### config.mk
export PLATFORM = sky130hd
export DESIGN_NAME = pa_stage_power_control
export DESIGN_NICKNAME = d
export VERILOG_FILES = /design/src/core/pa_stage_power_control.v
export VERILOG_INCLUDE_DIRS = /design/src /design/src/core
export SDC_FILE = /design/constraint.sdc
export NUM_CORES = 1
export LEC_CHECK = 0
export BUFFER_PORTS_ARGS = -buffer_cell sky130_fd_sc_hd__buf_4
export CAP_MARGIN = 40
export CORE_MARGIN = 5
export CORE_UTILIZATION = 25
export DETAILED_ROUTE_END_ITERATION = 16
export HOLD_SLACK_MARGIN = 0.12
export PLACE_DENSITY = 0.48
export SYNTH_ARGS = -nofsm -noshare
export SYNTH_HDL_FRONTEND = slang
export SYNTH_SLANG_ARGS = --single-unit
### constraint.sdc
create_clock -name pclk -period 4 [get_ports pclk]
set_clock_uncertainty 0.2 [all_clocks]
set_input_delay 0.6 -clock pclk [delete_from_list [all_inputs] [get_ports pclk]]
set_output_delay 0.6 -clock pclk [all_outputs]
set_load 0.01 [all_outputs]
### src/core/pa_control_defs.vh
`ifndef PA_CONTROL_DEFS_VH
`define PA_CONTROL_DEFS_VH

// Register indexes, byte address is four times the index
`define IDX_STATUS 6'h01
`define IDX_CFG0 6'h04
`define IDX_CFG1 6'h05
`define IDX_SLOPE 6'h19
`define IDX_BLOCKS 6'h1a
`define IDX_COUNT 6'h1b
`define IDX_TUNE 6'h1f
`define IDX_CMD 6'h20
`define IDX_BAND 6'h21

// Field positions
`define CFG0_FS_OFF 4
`define CFG1_SLOPE_EN 4
`define CFG1_MOD_ONE 5
`define CFG1_MOD_TWO 6
`define CMD_START 0
`define CMD_SETUP 1
`define CMD_STOP 2
`define TUNE_DUTY_DIS 6

// Reset values
`define RST_CFG0 8'h06
`define RST_CFG1 8'h25
`define RST_SLOPE 8'h80
`define RST_BLOCKS 8'h00
`define RST_COUNT 8'h00
`define RST_TUNE 8'h00

// Duty figures in percent
`define DUTY_FULL 6'h32
`define DUTY_BAND 6'h21
`define DUTY_C0 6'h1f
`define DUTY_C1 6'h23
`define DUTY_C2 6'h27
`define DUTY_C3 6'h2b

`define STAGES 11

`endif

### src/core/pa_stage_power_control.v
`timescale 1ns/1ps
`default_nettype none
`include "pa_control_defs.vh"

module pa_stage_power_control (
	// APB
	input wire pclk,
	input wire presetn,
	input wire psel,
	input wire penable,
	input wire pwrite,
	input wire [7:0] paddr,
	input wire [31:0] pwdata,
	output reg [31:0] prdata,
	output reg pready,
	output reg pslverr,
	// Transmit data and error events
	input wire tx_data,
	input wire parity_error,
	input wire undervoltage_detector,
	input wire pll_lock_monitor,
	// Amplifier controls
	output reg [10:0] stage_enable,
	output reg [2:0] block_enable,
	output reg [5:0] duty_percent,
	output reg [3:0] antenna_tuning_switches,
	output reg tx_active,
	output reg amplifier_off
);

// ==========================================
// Functions
function [3:0] block_limit;
	input [2:0] sel;
	begin
		if (sel[2])
			block_limit = 4'd11;
		else if (sel[1])
			block_limit = 4'd10;
		else if (sel[0])
			block_limit = 4'd9;
		else
			block_limit = 4'd0;
	end
endfunction

function [10:0] thermometer;
	input [3:0] n;
	integer i;
	begin
		thermometer = 11'h000;
		for (i = 0; i < `STAGES; i = i + 1) begin
			if (i < n)
				thermometer[i] = 1'b1;
		end
	end
endfunction

function [2:0] blocks_of;
	input [3:0] n;
	begin
		blocks_of = {n > 4'd10, n > 4'd9, n != 4'd0};
	end
endfunction

function is_mapped;
	input [5:0] a;
	begin
		case (a)
			`IDX_STATUS: is_mapped = 1'b1;
			`IDX_CFG0: is_mapped = 1'b1;
			`IDX_CFG1: is_mapped = 1'b1;
			`IDX_SLOPE: is_mapped = 1'b1;
			`IDX_BLOCKS: is_mapped = 1'b1;
			`IDX_COUNT: is_mapped = 1'b1;
			`IDX_TUNE: is_mapped = 1'b1;
			`IDX_CMD: is_mapped = 1'b1;
			`IDX_BAND: is_mapped = 1'b1;
			default: is_mapped = 1'b0;
		endcase
	end
endfunction

function [5:0] duty_of;
	input [1:0] code;
	begin
		case (code)
			2'd0: duty_of = `DUTY_C0;
			2'd1: duty_of = `DUTY_C1;
			2'd2: duty_of = `DUTY_C2;
			2'd3: duty_of = `DUTY_C3;
			default: duty_of = `DUTY_FULL;
		endcase
	end
endfunction

function [3:0] step_toward;
	input [3:0] cur;
	input [3:0] tgt;
	begin
		if (cur < tgt)
			step_toward = cur + 4'd1;
		else if (cur > tgt)
			step_toward = cur - 4'd1;
		else
			step_toward = cur;
	end
endfunction

// ==========================================
// Registers
reg [7:0] cfg0;
reg [7:0] cfg1;
reg [7:0] slope_div;
reg [7:0] blocks;
reg [7:0] counts;
reg [7:0] tune;
reg band_315;
reg setup_two;
reg [2:0] err_flags;
reg tripped;
reg [3:0] cur_count;
reg [9:0] div_cnt;

wire acc = psel & penable & ~pready;
wire done = psel & penable & pready;
wire [5:0] idx = paddr[7:2];
wire wr = done & pwrite;
wire rd_status = done & ~pwrite & (idx == `IDX_STATUS);
wire mapped = is_mapped(idx);
wire start = wr & (idx == `IDX_CMD) & pwdata[`CMD_START];
wire stop = wr & (idx == `IDX_CMD) & pwdata[`CMD_STOP];
wire wr_cfg0 = wr & (idx == `IDX_CFG0);
wire wr_cfg1 = wr & (idx == `IDX_CFG1);
wire wr_slope = wr & (idx == `IDX_SLOPE);
wire wr_blocks = wr & (idx == `IDX_BLOCKS);
wire wr_count = wr & (idx == `IDX_COUNT);
wire wr_tune = wr & (idx == `IDX_TUNE);
wire wr_band = wr & (idx == `IDX_BAND);
wire armed = ~cfg0[`CFG0_FS_OFF];
wire [2:0] events = {pll_lock_monitor, undervoltage_detector, parity_error};
wire any_err = |events;

// ==========================================
// Bus access
always @(posedge pclk or negedge presetn) begin
	if (!presetn)
		pready <= 1'b0;
	else
		pready <= acc;
end

always @(posedge pclk or negedge presetn) begin
	if (!presetn)
		pslverr <= 1'b0;
	else if (acc)
		pslverr <= ~mapped;
	else
		pslverr <= 1'b0;
end

// Flags are read with this cycle's events, so the read clear never loses one
reg [31:0] next_prdata;
always @* begin
	case (idx)
		`IDX_STATUS: next_prdata = {27'h0, tripped, 1'b0, err_flags | events};
		`IDX_CFG0: next_prdata = {24'h000000, cfg0};
		`IDX_CFG1: next_prdata = {24'h000000, cfg1};
		`IDX_SLOPE: next_prdata = {24'h000000, slope_div};
		`IDX_BLOCKS: next_prdata = {24'h000000, blocks};
		`IDX_COUNT: next_prdata = {24'h000000, counts};
		`IDX_TUNE: next_prdata = {24'h000000, tune};
		`IDX_CMD: next_prdata = {30'h0, setup_two, tx_active};
		`IDX_BAND: next_prdata = {31'h0, band_315};
		default: next_prdata = 32'h00000000;
	endcase
end

always @(posedge pclk or negedge presetn) begin
	if (!presetn)
		prdata <= 32'h00000000;
	else if (acc)
		prdata <= next_prdata;
end

// ==========================================
// Register file
always @(posedge pclk or negedge presetn) begin
	if (!presetn)
		cfg0 <= `RST_CFG0;
	else if (wr_cfg0)
		cfg0 <= pwdata[7:0];
end

always @(posedge pclk or negedge presetn) begin
	if (!presetn)
		cfg1 <= `RST_CFG1;
	else if (wr_cfg1)
		cfg1 <= pwdata[7:0];
end

always @(posedge pclk or negedge presetn) begin
	if (!presetn)
		slope_div <= `RST_SLOPE;
	else if (wr_slope)
		slope_div <= pwdata[7:0];
end

always @(posedge pclk or negedge presetn) begin
	if (!presetn)
		blocks <= `RST_BLOCKS;
	else if (wr_blocks)
		blocks <= pwdata[7:0];
end

always @(posedge pclk or negedge presetn) begin
	if (!presetn)
		counts <= `RST_COUNT;
	else if (wr_count)
		counts <= pwdata[7:0];
end

always @(posedge pclk or negedge presetn) begin
	if (!presetn)
		tune <= `RST_TUNE;
	else if (wr_tune)
		tune <= pwdata[7:0];
end

always @(posedge pclk or negedge presetn) begin
	if (!presetn)
		band_315 <= 1'b0;
	else if (wr_band)
		band_315 <= pwdata[0];
end

// ==========================================
// Transmission and fail-safe
wire trip = armed & tx_active & any_err;

// Flags set on each error whether armed or not; set beats read clear
always @(posedge pclk or negedge presetn) begin
	if (!presetn)
		err_flags <= 3'h0;
	else
		err_flags <= (rd_status ? 3'h0 : err_flags) | events;
end

always @(posedge pclk or negedge presetn) begin
	if (!presetn)
		tx_active <= 1'b0;
	else if (trip)
		tx_active <= 1'b0;
	else if (start)
		tx_active <= 1'b1;
	else if (stop)
		tx_active <= 1'b0;
end

always @(posedge pclk or negedge presetn) begin
	if (!presetn)
		setup_two <= 1'b0;
	else if (start)
		setup_two <= pwdata[`CMD_SETUP];
end

always @(posedge pclk or negedge presetn) begin
	if (!presetn)
		tripped <= 1'b0;
	else if (!armed)
		tripped <= 1'b0;
	else if (trip)
		tripped <= 1'b1;
	else if (start)
		tripped <= 1'b0;
end

// ==========================================
// Stage target
wire [2:0] level_one_block_select = blocks[4:2];
wire [2:0] level_two_block_select = blocks[7:5];
wire [3:0] level_one_stage_count = counts[3:0];
wire [3:0] level_two_stage_count = counts[7:4];
wire [9:0] sloping_divider_value = {blocks[1:0], slope_div};
wire amplitude_sloping_enable = cfg1[`CFG1_SLOPE_EN];
wire ask_mode = setup_two ? cfg1[`CFG1_MOD_TWO] : cfg1[`CFG1_MOD_ONE];

reg [3:0] level_stage_count;
reg [3:0] limit;
reg [3:0] target;
always @* begin
	if (setup_two) begin
		level_stage_count = level_two_stage_count;
		limit = block_limit(level_two_block_select);
	end else begin
		level_stage_count = level_one_stage_count;
		limit = block_limit(level_one_block_select);
	end
	target = (level_stage_count < limit) ? level_stage_count : limit;
	if (!tx_active | (armed & (tripped | any_err)))
		target = 4'd0;
	else if (ask_mode & ~tx_data)
		target = 4'd0;
end

// ==========================================
// Sloping
wire step_tick = (div_cnt == sloping_divider_value);
wire force_off = armed & (tripped | any_err);
wire slope_hold = force_off | ~amplitude_sloping_enable;

always @(posedge pclk or negedge presetn) begin
	if (!presetn)
		div_cnt <= 10'h000;
	else if (slope_hold | (cur_count == target) | step_tick)
		div_cnt <= 10'h000;
	else
		div_cnt <= div_cnt + 10'h001;
end

always @(posedge pclk or negedge presetn) begin
	if (!presetn)
		cur_count <= 4'd0;
	else if (slope_hold)
		cur_count <= target;
	else if (step_tick)
		cur_count <= step_toward(cur_count, target);
end

// ==========================================
// Outputs
reg [5:0] next_duty;
always @* begin
	if (band_315)
		next_duty = `DUTY_BAND;
	else if (tune[`TUNE_DUTY_DIS])
		next_duty = `DUTY_FULL;
	else
		next_duty = duty_of(tune[5:4]);
end

wire [3:0] drive = force_off ? 4'd0 : cur_count;

always @(posedge pclk or negedge presetn) begin
	if (!presetn)
		stage_enable <= 11'h000;
	else
		stage_enable <= thermometer(drive);
end

always @(posedge pclk or negedge presetn) begin
	if (!presetn)
		block_enable <= 3'h0;
	else
		block_enable <= blocks_of(drive);
end

always @(posedge pclk or negedge presetn) begin
	if (!presetn)
		duty_percent <= `DUTY_FULL;
	else
		duty_percent <= next_duty;
end

always @(posedge pclk or negedge presetn) begin
	if (!presetn)
		antenna_tuning_switches <= 4'h0;
	else
		antenna_tuning_switches <= tune[3:0];
end

always @(posedge pclk or negedge presetn) begin
	if (!presetn)
		amplifier_off <= 1'b1;
	else
		amplifier_off <= (drive == 4'd0);
end

endmodule // pa_stage_power_control
`default_nettype wire

# Word level (Yosys, flattened, before mapping)
# Cells that the tools add are included.
[totals]
output_inout_bits = 60
input_bits = 49
regBits = 128
[op_classes]
reduce_logical = 11
magnitude_cmp = 16
mux = 42
n_bitwise = 33
addsub = 3
n_eq_ne = 14
[op_table]
columns = ["op", "count"]
rows = [
  ["$pmux 8 s9", 1],
  ["$mux 4", 16],
  ["$eq 6x5->1 const B", 4],
  ["$pmux 6 s4", 1],
  ["$and 1x1->1", 20],
  ["$mux 1", 20],
  ["$lt 3x4->1 const A", 4],
  ["$eq 6x3->1 const B", 2],
  ["$eq 6x6->1 const B", 2],
  ["$lt 4x4->1 const A", 3],
  ["$mux 6", 2],
  ["$add 10x1->10 const B", 1],
  ["$eq 10x10->1", 1],
  ["$mux 10", 1],
  ["$reduce_bool 3->1", 3],
  ["$reduce_or 9->1", 1],
  ["$gt 4x4->1 const B", 2],
  ["$lt 1x4->1 const A", 2],
  ["$lt 2x4->1 const A", 2],
  ["$lt 4x4->1", 2],
  ["$eq 6x1->1 const B", 1],
  ["$not 1->1", 6],
  ["$or 3x3->3", 2],
  ["$or 1x1->1", 5],
  ["14 further kinds", 15],
]

# Depth between registers and ports, before layout
# Gate-level depths: netlist of run 1.
[logic_depth]
depth_word = 13
depth_mapped = 21
ltp_nobuf = 19

# Worst setup path before layout of run 1
# Ideal clock, no wire load.
[synth_path]
kind = "reg-to-reg"
start = "reg setup_two"
end = "reg cur_count[3]"
arrival_ps = 3841
n_path_buf = 2
required_ps = 3680
path_stages_with_launch = 20
setup_time_ps = 120
synth_period_minus_slack_ps = 4162
path_slack_ps = -162
path_cell_list = "dfrtp_1 clkbuf_1 buf_2 mux2_2 ha_1 nand2b_1 a21bo_2 o21ai_0 mux2i_1 nand2b_1 ha_1 nand2b_1 a21oi_1 a211o_1 ha_1 a21o_1 a21oi_1 xor2_1 xnor2_1 a41o_1"
[synth_via]
elab_chain_len = 9
word_cells_on_any_way = 15
cone_classes = "order compare (3); mux (9); bitwise (1); reduce/logical (2)"
[synth_lines]
columns = ["item", "line", "text"]
rows = [
  ["start: declaration", "pa_stage_power_control.v:119", "reg setup_two;"],
  ["start signal: assignment", "pa_stage_power_control.v:264", "setup_two <= pwdata[`CMD_SETUP];"],
  ["$mux 4", "pa_stage_power_control.v:292", "if (setup_two) begin"],
  ["$lt 4x4->1", "pa_stage_power_control.v:299", "target = (level_stage_count < limit) ? level_stage_count : limit;"],
  ["$mux 4", "pa_stage_power_control.v:299", ""],
  ["$mux 4 (*)", "pa_stage_power_control.v:302", "else if (ask_mode & ~tx_data)"],
  ["$mux 4 (*)", "pa_stage_power_control.v:300", "if (!tx_active | (armed & (tripped | any_err)))"],
  ["$lt 4x4->1", "pa_stage_power_control.v:101", "if (cur < tgt)"],
  ["$mux 4", "pa_stage_power_control.v:101", ""],
  ["$mux 4", "pa_stage_power_control.v:326", "else if (step_tick)"],
  ["$mux 4", "pa_stage_power_control.v:324", "else if (slope_hold)"],
  ["end signal: assignment", "pa_stage_power_control.v:325", "cur_count <= target;"],
  ["end signal: assignment", "pa_stage_power_control.v:327", "cur_count <= step_toward(cur_count, target);"],
  ["end: declaration", "pa_stage_power_control.v:122", "reg [3:0] cur_count;"],
]
# Every way passes the cells marked *; elsewhere a longest branch is shown, timed or not. The select of a mux whose other input is x is not followed.
# A chain may end at the register's enable or synchronous reset.

# Worst setup path after layout of run 1
[layout_path]
start = "reg blocks[3]"
end = "reg cur_count[3]"
[layout_via]
elab_chain_len = 11
word_cells_on_any_way = 14
cone_classes = "order compare (3); mux (9); reduce/logical (2)"
[layout_lines]
columns = ["item", "line", "text"]
rows = [
  ["start: declaration", "pa_stage_power_control.v:115", "reg [7:0] blocks;"],
  ["start signal: assignment", "pa_stage_power_control.v:211", "blocks <= `RST_BLOCKS;"],
  ["start signal: assignment", "pa_stage_power_control.v:213", "blocks <= pwdata[7:0];"],
  ["$mux 4 (*)", "pa_stage_power_control.v:38", "else if (sel[1])"],
  ["$mux 4 (*)", "pa_stage_power_control.v:36", "if (sel[2])"],
  ["$mux 4 (*)", "pa_stage_power_control.v:292", ""],
  ["$lt 4x4->1", "pa_stage_power_control.v:299", ""],
  ["$mux 4 (*)", "pa_stage_power_control.v:299", ""],
  ["$mux 4 (*)", "pa_stage_power_control.v:302", ""],
  ["$mux 4 (*)", "pa_stage_power_control.v:300", ""],
  ["$lt 4x4->1", "pa_stage_power_control.v:101", ""],
  ["$mux 4", "pa_stage_power_control.v:101", ""],
  ["$mux 4", "pa_stage_power_control.v:326", ""],
  ["$mux 4", "pa_stage_power_control.v:324", ""],
]
# Marked as above.

==> metrics.md, run 1 <==
| Metric | Value |
|---|---|
| Status | complete, no violations |
| Nets | 592 |
| Critical path cell sequence | nor4_4 > a21oi_2 > inv_1 > ha_2 > nand2b_4 > a21bo_4 > o21ai_4 > mux2i_2 > nand2b_1 > ha_1 > nand2b_1 > a21oi_1 > a211o_1 > ha_1 > a21o_1 > a21oi_2 > xor2_1 > xnor2_1 > a41o_1 |
| CTS sink count | 101 |
| Predominant post-synthesis flop cell | dfrtp_1 |
| GRT overflow | 0 |
| PortBufs | 58 |
| Initial Utilization | 0.255 |
| Synthesized flop and latch total | 101 |
| Mean Syn Cell Area | 11.4 µm² |
| Antenna cells | 0 |
| Worst Hold Margin | 0.204 ns |
| Max cap viols | 0 |
| Antenna-violating nets left | 0 |
| Normalized max-slew margin | 0.474 |
| Slowest cell on the critical path | dfrtp_2 |
| Final Critical Period | 3.99 ns |
| Final setup fails | 0 |
| TritonRoute pass-1 iters | 4 |
| Routed vias | 3,592 |
| Final std cells w/o fill | 806 |
| H-tree levels | 3 |
| CTS tree | yes |
| DP Cell Count | 783 |
| Worst setup EP type | register |
| Vias per cell | 4.46 |
| P_leak | 2.95 nW |
| Worst-Skew Late Latency | 0.35 ns |
| Pwr Density | 323 mW/mm² |
| Final Worst Setup Slack | 0.0124 ns |
| CP max stage delay | 0.44 ns |
| Die Y | 154 µm |
| DPL Wire Length | 9.39 mm |
| IO Count | 109 |
| CTS Buf Count | 9 |
| CP delay by family, top | compound AO/OA/AOI/OAI gates |
| Fmax | 0.251 GHz |
| RSZ-0062 raised after global routing | yes |
| EDFF count, synth | 0 |
| First-pass GRT wire length | 20.7 mm |
| Die width | 154 µm |
| Post-layout util | 0.314 |
| First DRT Iteration DRCs | 166 |
| Seq/Total Area, Yosys | 0.493 |
| Worst-path clk slew | 0.07 ns |
| GR Util All Layers | 0.110 |
| Peak VDD IR | 0.182 mV |
| Async SR Flop Fraction | 1.00 |
| Pre-CTS setup slack | -0.172 ns |
| WP data arrival | 4.03 ns |
| Pin count of the biggest net entering global routing | 88 |
| Sum Neg Setup Slack | 0 ns |
| Buf/Inv on CP | 1 |
| Worst EP required | 4.04 ns |
| DRC | 0 |
| Final GP Congestion | 0.785 |
| Final hold violations | 0 |
| Mapped cell area | 0.00515 mm² |
| Vias in the first global route | 3,632 |
| Synth cell types | 61 |
| Warnings, synthesis | 0 |
| Total Wirelength | 12.8 mm |
| Setup Crit Path Kind | register to register |
| CP max FO | 4 |
| Area Growth Syn to Fin | 23.4% |
| Die ar. | 0.0236 mm² |
| Clk buf depth | 2 |
| Fin crit share | 0.997 |
| HP Class | register to register |
| CTS root buf | clkbuf_16 |
| Actual transition at the worst max-transition pin | 0.777 ns |
| Core area | 0.0202 mm² |
| Site Rows | 52 |
| Initial antenna violation count | 0 |
| Critical Path Start Type | register |
| Cell area after layout | 0.00636 mm² |
| Pwr Total | 2.05 mW |
| Layout cells sized above 1 | 0.362 |
| Routed len/inst | 15.8 µm |
| Cells after Synth | 450 |
| DP Area | 0.00596 mm² |
| Pins Over Slew Limit | 0 |
-- layer usage --
| metal | global-route usage | vias up | share of wire |
|---|---|---|---|
| li1 | - | 1701 | - |
| met3 | 0.0360 | 10 | 0.064 |
| met2 | 0.171 | 88 | 0.46 |
| met4 | 0.0252 | 0 | 0.0091 |
| met1 | 0.150 | 1793 | 0.47 |
| met5 | 0 | - | 0 |
-- sequential cells by signal, summed over array words and instances (netlist names), 6 cells and up --
name	flops
duty_percent	6
prdata	8
stage_enable	9
cfg1	8
tune	8
blocks	8
counts	8
slope_div	8
cfg0	8
div_cnt	10
-- report_power, final --
group / internal, mW / switching (mW)
Sequential: 1.04 / 0.0119
Combinational: 0.0614 / 0.0943
Clock: 0.445 / 0.403
Total: 1.54 / 0.509
-- worst reg2reg max path, delay by kind of cell, from the launching register on --
family / cells / cell delay (ns)
flops: 1 / 0.44
xor+xnor: 2 / 0.28
fa+ha+maj: 3 / 0.76
mux: 1 / 0.27
simple gates: 4 / 0.61
buf+inv: 1 / 0.07
compound gates: 8 / 1.27
-- layout make-up --
class	instances	area, µm²
clock buffer	10	239
timing repair buffer	88	676
tap	270	338
sequential	101	2540
clock inverter	6	46.3
inverter	13	48.8
fill	2074	13900
multi-input combinational	318	2470
-- path summary, 6_finish.rpt --
kind / depth (start not counted) / start / slack (ns) / endpoint
worst max-delay path: 19 / blocks[3] / 0.01 / cur_count[3]
max in group asynchronous: 3 / presetn / 2.39 / amplifier_off
worst max register to register: 19 / blocks[3] / 0.01 / cur_count[3]
worst min-delay path: 0 / tune[3] / 0.20 / antenna_tuning_switches[3]
worst min register to register: 0 / tune[3] / 0.20 / antenna_tuning_switches[3]
min in group asynchronous: 2 / presetn / 0.44 / prdata[3]
-- cell usage after synthesis (10+ instances only) --
cell / count / area, µm²
a21o_1: 10 / 75.1
a22o_1: 10 / 87.6
buf_4: 30 / 225
dfrtp_1: 91 / 2280
dfstp_2: 10 / 263
ha_1: 11 / 138
inv_1: 13 / 48.8
mux2_2: 54 / 608
nand2_1: 30 / 113
nor2_1: 40 / 150
xnor2_1: 17 / 149
-- cell usage in the layout (no fill, tap or decap), types with 7 or more instances in the layout --
master and instances:
dfstp_2 10, ha_1 8, nand2_1 30, inv_1 13, a22o_1 10, conb_1 24, a21o_1 10, mux2_2 53
buf_4 86, a21oi_1 7, nor2_1 40, a31oi_1 9, dfrtp_1 89, clkbuf_16 9, xnor2_1 17
-- logic make-up after synthesis --
group	Yosys count	share of synthesized area
other cells	1	0.000728
buf+inv	54	0.0636
fa+ha+maj	12	0.0306
flops	101	0.493
xor+xnor	22	0.0374
compound gates	72	0.105
mux	67	0.145
simple gates	121	0.125
-- what timing repair did --
| item | CTS | global route |
|---|---|---|
| hold buffers | 1 | 0 |
| hold endpoints to repair | 14 | 0 |
| buffers inserted | 4 | 2 |
| endpoints found under the setup margin | 2 | 2 |
| gates resized for setup | 8 | 3 |
| pin swaps | 6 | 1 |
No activity file was read; power rests on OpenSTA's default activity.
==> run 2: changes to the inputs <==
CORE_ASPECT_RATIO = 1.75   (was default)
CTS_CLUSTER_DIAMETER = 40   (was default)
==> metrics.md, run 2 (synthesis gave the netlist of run 1 again) <==
| Metric | Value |
|---|---|
| Clock power share | 0.414 (about the same) |
| Pre-CTS setup slack | -0.113 ns (+0.0586 ns) |
| Flop pwr share | 0.509 (-0.002) |
| End of the worst register-to-register path | cur_count[2] |
| Buf/Inv on CP | 3 (+2) |
| Fin crit share | 1.01 (+0.0108) |
| Setup Crit Path Kind | register to register |
| First DRT Iteration DRCs | 173 (+4.2%) |
| Vias in the first global route | 3,934 (+8.3%) |
| Most common cell after layout, fill and taps aside | dfrtp_1 |
| Peak VDD IR | 0.231 mV (+27%) |
| Actual transition at the worst max-transition pin | 0.757 ns (-0.0202 ns) |
| Final GP Congestion | 0.758 (-3.4%) |
| TritonRoute pass-1 iters | 5 (+1) |
| M1 GR Usage | 0.124 (-0.0255) |
| GR Util All Layers | 0.117 (+0.00698) |
| Pin count of the biggest net entering global routing | 57 (-35%) |
| Int Power | 1.57 mW (+1.9%) |
| Total Wirelength | 13.7 mm (+7.3%) |
| CTS root buf | clkbuf_16 |
| DP Area | 0.00591 mm² (-0.92%) |
| Die ar. | 0.0237 mm² (+0.48%) |
| Setup slack, reg-to-reg | -0.03 ns (-0.04 ns) |
| Max FFs per register | 10 (unchanged) |
| Status | finished with violations |
| Crit path from | setup_two |
| Site Rows | 69 (+33%) |
| Final setup fails | 2 (+2) |
| Critical Path Start Type | register |
| CP max FO | 6 (+2) |
| Critical R2R Launch | setup_two |
| Routed len/inst | 17.3 µm (+9.6%) |
| Layout cells sized above 1 | 0.373 (+0.0114) |
| GRT overflow | 0 (unchanged) |
| Initial antenna violation count | 0 (unchanged) |
| Commonest non-fill, non-tap cells in the layout | 90 x dfrtp_1, 89 x buf_4, 52 x mux2_2 |
| First-pass GRT wire length | 21.7 mm (+4.7%) |
| Normalized max-slew margin | 0.494 (+0.0197) |
| Cell area after layout | 0.00641 mm² (+0.85%) |
| Most used routing layer | met2 |
| Final Worst Setup Slack | -0.0307 ns (-0.0431 ns) |
| GR met2 Demand/Resource | 0.217 (+0.0460) |
| Multi-input gate area | 0.00252 mm² (+2.0%) |
| Clk buf depth | 2 (unchanged) |
| Worst Hold Margin | 0.206 ns (+0.00177 ns) |
| Switching Power | 0.488 mW (-4.0%) |
| WP data arrival | 4.05 ns (+0.02 ns) |
| Die Y | 200 µm (+30%) |
| CTS tree | yes |
| H-tree levels | 3 (unchanged) |
| CP endpoint | cur_count[2] |
| Hold_sp | tune[2] |
| Pins Over Slew Limit | 0 (unchanged) |
| Max cap viols | 0 (unchanged) |
| CTS sink count | 101 (unchanged) |
| Antenna cells | 0 (unchanged) |
| Initial Utilization | 0.254 (-0.000675) |
| WP depth | 19 (unchanged) |
| Met3 usage | 0.0231 (-0.0129) |
| Largest Register | div_cnt |
| Final hold violations | 0 (unchanged) |
| Core area | 0.0203 mm² (+0.27%) |
| Vias per cell | 4.71 (+5.7%) |
| Worst EP required | 4.02 ns (-0.02 ns) |
| CTS Buf Count | 9 (unchanged) |
| Final Critical Period | 4.03 ns (+0.0431 ns) |
| Pwr Density | 321 mW/mm² (-0.41%) |
| Worst-path clk slew | 0.07 ns (about the same) |
| Failing checks | setup timing |
| Final std cells w/o fill | 789 (-2.1%) |
| Nets | 597 (+0.84%) |
| IO Count | 109 (unchanged) |
| CP max stage delay | 0.48 ns (+0.04 ns) |
| DP Cell Count | 759 (-3.1%) |
| Comb pwr share | 0.077 (about the same) |
| Register area | 0.00254 mm² (about the same) |
| Fill cells | 2,034 (-1.9%) |
| DRC | 0 (unchanged) |
| Critical path cell sequence | nor4_4 > a21oi_4 > inv_1 > ha_2 > nand2b_4 > a21bo_4 > o21ai_2 > mux2i_2 > nand2b_1 > ha_1 > nand2b_1 > a21oi_2 > a211o_1 > buf_6 > buf_6 > fa_2 > xor2_1 > mux2i_1 > o22ai_1 |
| CP delay by family, top | compound AO/OA/AOI/OAI gates |
| Area Growth Syn to Fin | 24.5% |
| RSZ-0062 raised after global routing | yes |
| Die width | 119 µm (-23%) |
| Routed vias | 3,715 (+3.4%) |
| HP Class | register to register |
| Antenna-violating nets left | 0 (unchanged) |
| Reg2reg path depth | 19 (unchanged) |
| Top Registers | div_cnt x10, stage_enable x9 |
| P_leak | 2.99 nW (+1.3%) |
| DPL Wire Length | 10.4 mm (+11%) |
| Fmax | 0.248 GHz (-1.1%) |
| Slowest cell on the critical path | dfrtp_2 |
| PortBufs | 58 (unchanged) |
| Worst-Skew Late Latency | 0.35 ns (about the same) |
| Sw frac | 0.237 (-0.0111) |
| Worst setup EP type | register |
## run 2: worst min path at each step
stage / endpoint / cells after the start / slack [ns]
2_1_floorplan: antenna_tuning_switches[0] / 0 / 0.10
3_3_place_gp: antenna_tuning_switches[1] / 0 / 0.19
3_5_place_dp: antenna_tuning_switches[2] / 0 / 0.20
4_1_cts: antenna_tuning_switches[2] / 0 / 0.21
5_1_grt: antenna_tuning_switches[0] / 0 / 0.23
6_report: antenna_tuning_switches[2] / 0 / 0.21
## run 2: what timing repair did
| action | CTS | global route |
|---|---|---|
| setup endpoints to repair | 2 | 4 |
| gates resized for setup | 6 | 14 |
| pin swaps | 4 | 18 |
| hold buffers | 1 | 0 |
| setup buffers | 8 | 6 |
| endpoints found under the hold margin | 1 | 0 |
## run 2: layout make-up
cell class                      instances  share of cell area
Tap cell                              248              0.0484
Timing Repair Buffer                   93               0.110
Sequential cell                       101               0.396
Clock buffer                           14              0.0427
Multi-Input combinational cell        318               0.393
Clock inverter                          2             0.00215
Inverter                               13             0.00761
## run 2: routing by layer
layer  part of all wire  up-vias
li1                   -     1723
met1               0.37     1867
met2               0.55       98
met3              0.049       27
met4              0.039        0
met5                  0        -
## run 2: worst register-to-register path: stages, from the launching register on
cell and delay [ns]:
dfrtp_2 0.48, nor4_4 0.32, a21oi_4 0.07, inv_1 0.07, ha_2 0.16, nand2b_4 0.12, a21bo_4 0.23, o21ai_2 0.07
mux2i_2 0.27, nand2b_1 0.09, ha_1 0.29, nand2b_1 0.12, a21oi_2 0.07, a211o_1 0.34, buf_6 0.16, buf_6 0.11
fa_2 0.37, xor2_1 0.15, mux2i_1 0.14, o22ai_1 0.10
## run 2: stage by stage
| stage | setup TNS [ns] | power [mW] | utilization |
|---|---|---|---|
| after floorplan | 0 | 1.15 | - |
| after global placement | -0.0680 | 1.22 | 0.291 |
| after detailed placement | -0.113 | 1.22 | 0.291 |
| after CTS | 0 | 2.09 | 0.310 |
| after global routing | -0.704 | 2.14 | 0.316 |
| final | -0.0598 | 2.06 | 0.316 |
## run 2: power groups by stage
| stage | Sequential [mW] | Clock, mW | Combinational (mW) |
|---|---|---|---|
| after floorplan | 1.07 | 0 | 0.0817 |
| after global placement | 1.07 | 0 | 0.151 |
| after detailed placement | 1.07 | 0 | 0.154 |
| after CTS | 1.05 | 0.886 | 0.158 |
| after global routing | 1.05 | 0.915 | 0.173 |
| final | 1.05 | 0.853 | 0.158 |
==> run 3: changes to the inputs <==
--- a/config.mk
+++ b/config.mk
@@ -10,5 +10,5 @@
 export CAP_MARGIN = 40
 export CORE_ASPECT_RATIO = 1.75
-export CORE_MARGIN = 5
+export CORE_MARGIN = 2
 export CORE_UTILIZATION = 25
 export CTS_CLUSTER_DIAMETER = 40
==> constraint.sdc (replaced) <==
create_clock -name pclk -period 4 [get_ports pclk]
set_clock_uncertainty 0.2 [all_clocks]
set_input_delay 0.8 -clock pclk [delete_from_list [all_inputs] [get_ports pclk]]
set_output_delay 0.8 -clock pclk [all_outputs]
set_load 0.01 [all_outputs]
==> metrics.md, run 3 (synthesis gave the netlist of run 1 again) <==
| Metric | Value |
|---|---|
| Status | complete, no violations |
| Pwr Density | 318 mW/mm² (-1.0%) |
| Top Registers | div_cnt x10, stage_enable x9 |
| PortBufs | 58 (unchanged) |
| P_leak | 2.98 nW (-0.41%) |
| Final setup fails | 0 (-2) |
| Final std cells w/o fill | 788 (-0.13%) |
| TritonRoute pass-1 iters | 4 (-1) |
| Max cap viols | 0 (unchanged) |
| Commonest non-fill, non-tap cells in the layout | 90 x buf_4, 88 x dfrtp_1, 53 x mux2_2 |
| Most common cell after layout, fill and taps aside | buf_4 |
| GRT overflow | 0 (unchanged) |
| CTS tree | yes |
| Fin crit share | 0.982 (-0.0256) |
| Clk buf depth | 2 (unchanged) |
| Vias in the first global route | 3,899 (-0.89%) |
| CTS sink count | 101 (unchanged) |
| Layout cells sized above 1 | 0.380 (+0.00625) |
| Antenna-violating nets left | 0 (unchanged) |
| Largest Register | div_cnt |
| Max FFs per register | 10 (unchanged) |
| Initial Utilization | 0.254 (unchanged) |
| Actual transition at the worst max-transition pin | 0.848 ns (+0.0907 ns) |
| First DRT Iteration DRCs | 133 (-23%) |
| Die width | 113 µm (-5.1%) |
| HP Class | input port to async pin |
| Worst EP required | 4.04 ns (+0.02 ns) |
| Die Y | 194 µm (-3.0%) |
| IO Count | 109 (unchanged) |
| Sum Neg Setup Slack | 0 ns (+0.0598 ns) |
| Worst-path clk slew | 0.07 ns (about the same) |
| Total Wirelength | 13.2 mm (-3.6%) |
| DP Area | 0.00595 mm² (+0.72%) |
| CP endpoint | cur_count[3] |
| Initial antenna violation count | 0 (unchanged) |
| Pin count of the biggest net entering global routing | 42 (-26%) |
| Final Critical Period | 3.93 ns (-0.102 ns) |
| WP data arrival | 3.97 ns (-0.08 ns) |
| Post-layout util | 0.316 (about the same) |
| Worst-Skew Late Latency | 0.36 ns (about the same) |
| First-pass GRT wire length | 21.2 mm (-2.0%) |
| CTS root buf | clkbuf_16 |
| H-tree levels | 3 (unchanged) |
| DP Cell Count | 763 (+0.53%) |
| Worst Hold Margin | 0.201 ns (-0.00515 ns) |
| Critical Path Start Type | register |
| Routed len/inst | 16.7 µm (-3.5%) |
| Cell area after layout | 0.00641 mm² (about the same) |
| Vias per cell | 4.61 (-2.0%) |
| Setup Crit Path Kind | register to register |
| Final GP Congestion | 0.792 (+4.4%) |
| Crit path from | blocks[2] |
| RSZ-0062 raised after global routing | yes |
| Routed vias | 3,635 (-2.2%) |
| Normalized max-slew margin | 0.427 (-0.0674) |
| GR Util All Layers | 0.126 (+0.00881) |
| Setup slack, reg-to-reg | 0.07 ns (+0.10 ns) |
| Pins Over Slew Limit | 0 (unchanged) |
| Die ar. | 0.0218 mm² (-7.9%) |
| Critical R2R Launch | blocks[2] |
| Final hold violations | 0 (unchanged) |
| Worst setup EP type | register |
| Antenna cells | 0 (unchanged) |
| Reg2reg path depth | 19 (unchanged) |
| Peak VDD IR | 0.198 mV (-14%) |
| CTS Buf Count | 9 (unchanged) |
| DRC | 0 (unchanged) |
| Area Growth Syn to Fin | 24.4% (about the same) |
| Site Rows | 69 (unchanged) |
| DPL Wire Length | 10.1 mm (-2.7%) |
| Fmax | 0.255 GHz (+2.6%) |
| CP max FO | 3 (-3) |
| Core area | 0.0203 mm² (unchanged) |
| End of the worst register-to-register path | cur_count[3] |
| Nets | 596 (-0.17%) |
run 3: cell count changes in the layout (fill, tap and decap cells not counted), sizes merged:
cell / change
clkbuf: -5
clkinvlp: +1
buf: +1
clkinv: +3
dlygate4sd3: -1
run 3: layout make-up:
| cell class | count | area [µm²] |
|---|---|---|
| timing repair buffer | 92 | 707 |
| fill | 2064 | 13900 |
| clock buffer | 10 | 239 |
| tap | 248 | 310 |
| inverter | 13 | 48.8 |
| clock inverter | 6 | 36.3 |
| sequential | 101 | 2540 |
| multi-input combinational | 318 | 2530 |
run 3: worst min path at each step:
stage	to	slack, ns	cells past startpoint
finish	antenna_tuning_switches[3]	0.20	1
global route	setup_two	0.23	1
CTS	cfg0[6]	0.21	1
detailed placement	antenna_tuning_switches[0]	0.20	0
global placement	antenna_tuning_switches[1]	0.19	0
floorplan	antenna_tuning_switches[0]	0.17	0
run 3: per-stage QoR:
stage / total power [mW] / worst slack, ns
floorplan: 1.15 / 0.00985
global route: 2.13 / -0.135
detailed placement: 1.22 / -0.208
global placement: 1.22 / -0.179
CTS: 2.06 / -0.0229
finish: 2.04 / 0.0716
run 3: what timing repair did:
action,CTS,global route
gates cloned,0,0
hold buffers,0,0
endpoints found under the setup margin,2,4
setup buffers,7,3
gates resized for setup,10,12
pin swaps,10,5
run 3: worst max-delay path: stages (launching register included):
cell,delay [ns]
dfrtp_2,0.44
nor4_4,0.34
a21oi_4,0.08
inv_2,0.08
ha_4,0.13
nand2b_4,0.11
a21bo_4,0.23
o21ai_4,0.07
mux2i_2,0.27
nand2b_1,0.10
ha_1,0.29
nand2b_1,0.10
a21oi_1,0.07
a211o_1,0.25
ha_1,0.29
a21o_1,0.17
a21oi_2,0.12
xor2_1,0.18
xnor2_1,0.09
a41o_1,0.20
run 3: layer usage:
layer,track usage,vias up,part of all wire
li1,-,1715,-
met1,0.137,1825,0.38
met2,0.232,81,0.56
met3,0.0228,14,0.036
met4,0.0569,0,0.026
met5,0,-,0
run 3: where the power goes:
part / leakage (nW) / internal (mW) / switching (mW) / total (mW)
clock network: 0.138 / 0.437 / 0.393 / 0.830
registers: 1.33 / 1.04 / 0.0126 / 1.05
logic: 1.51 / 0.0622 / 0.0971 / 0.159
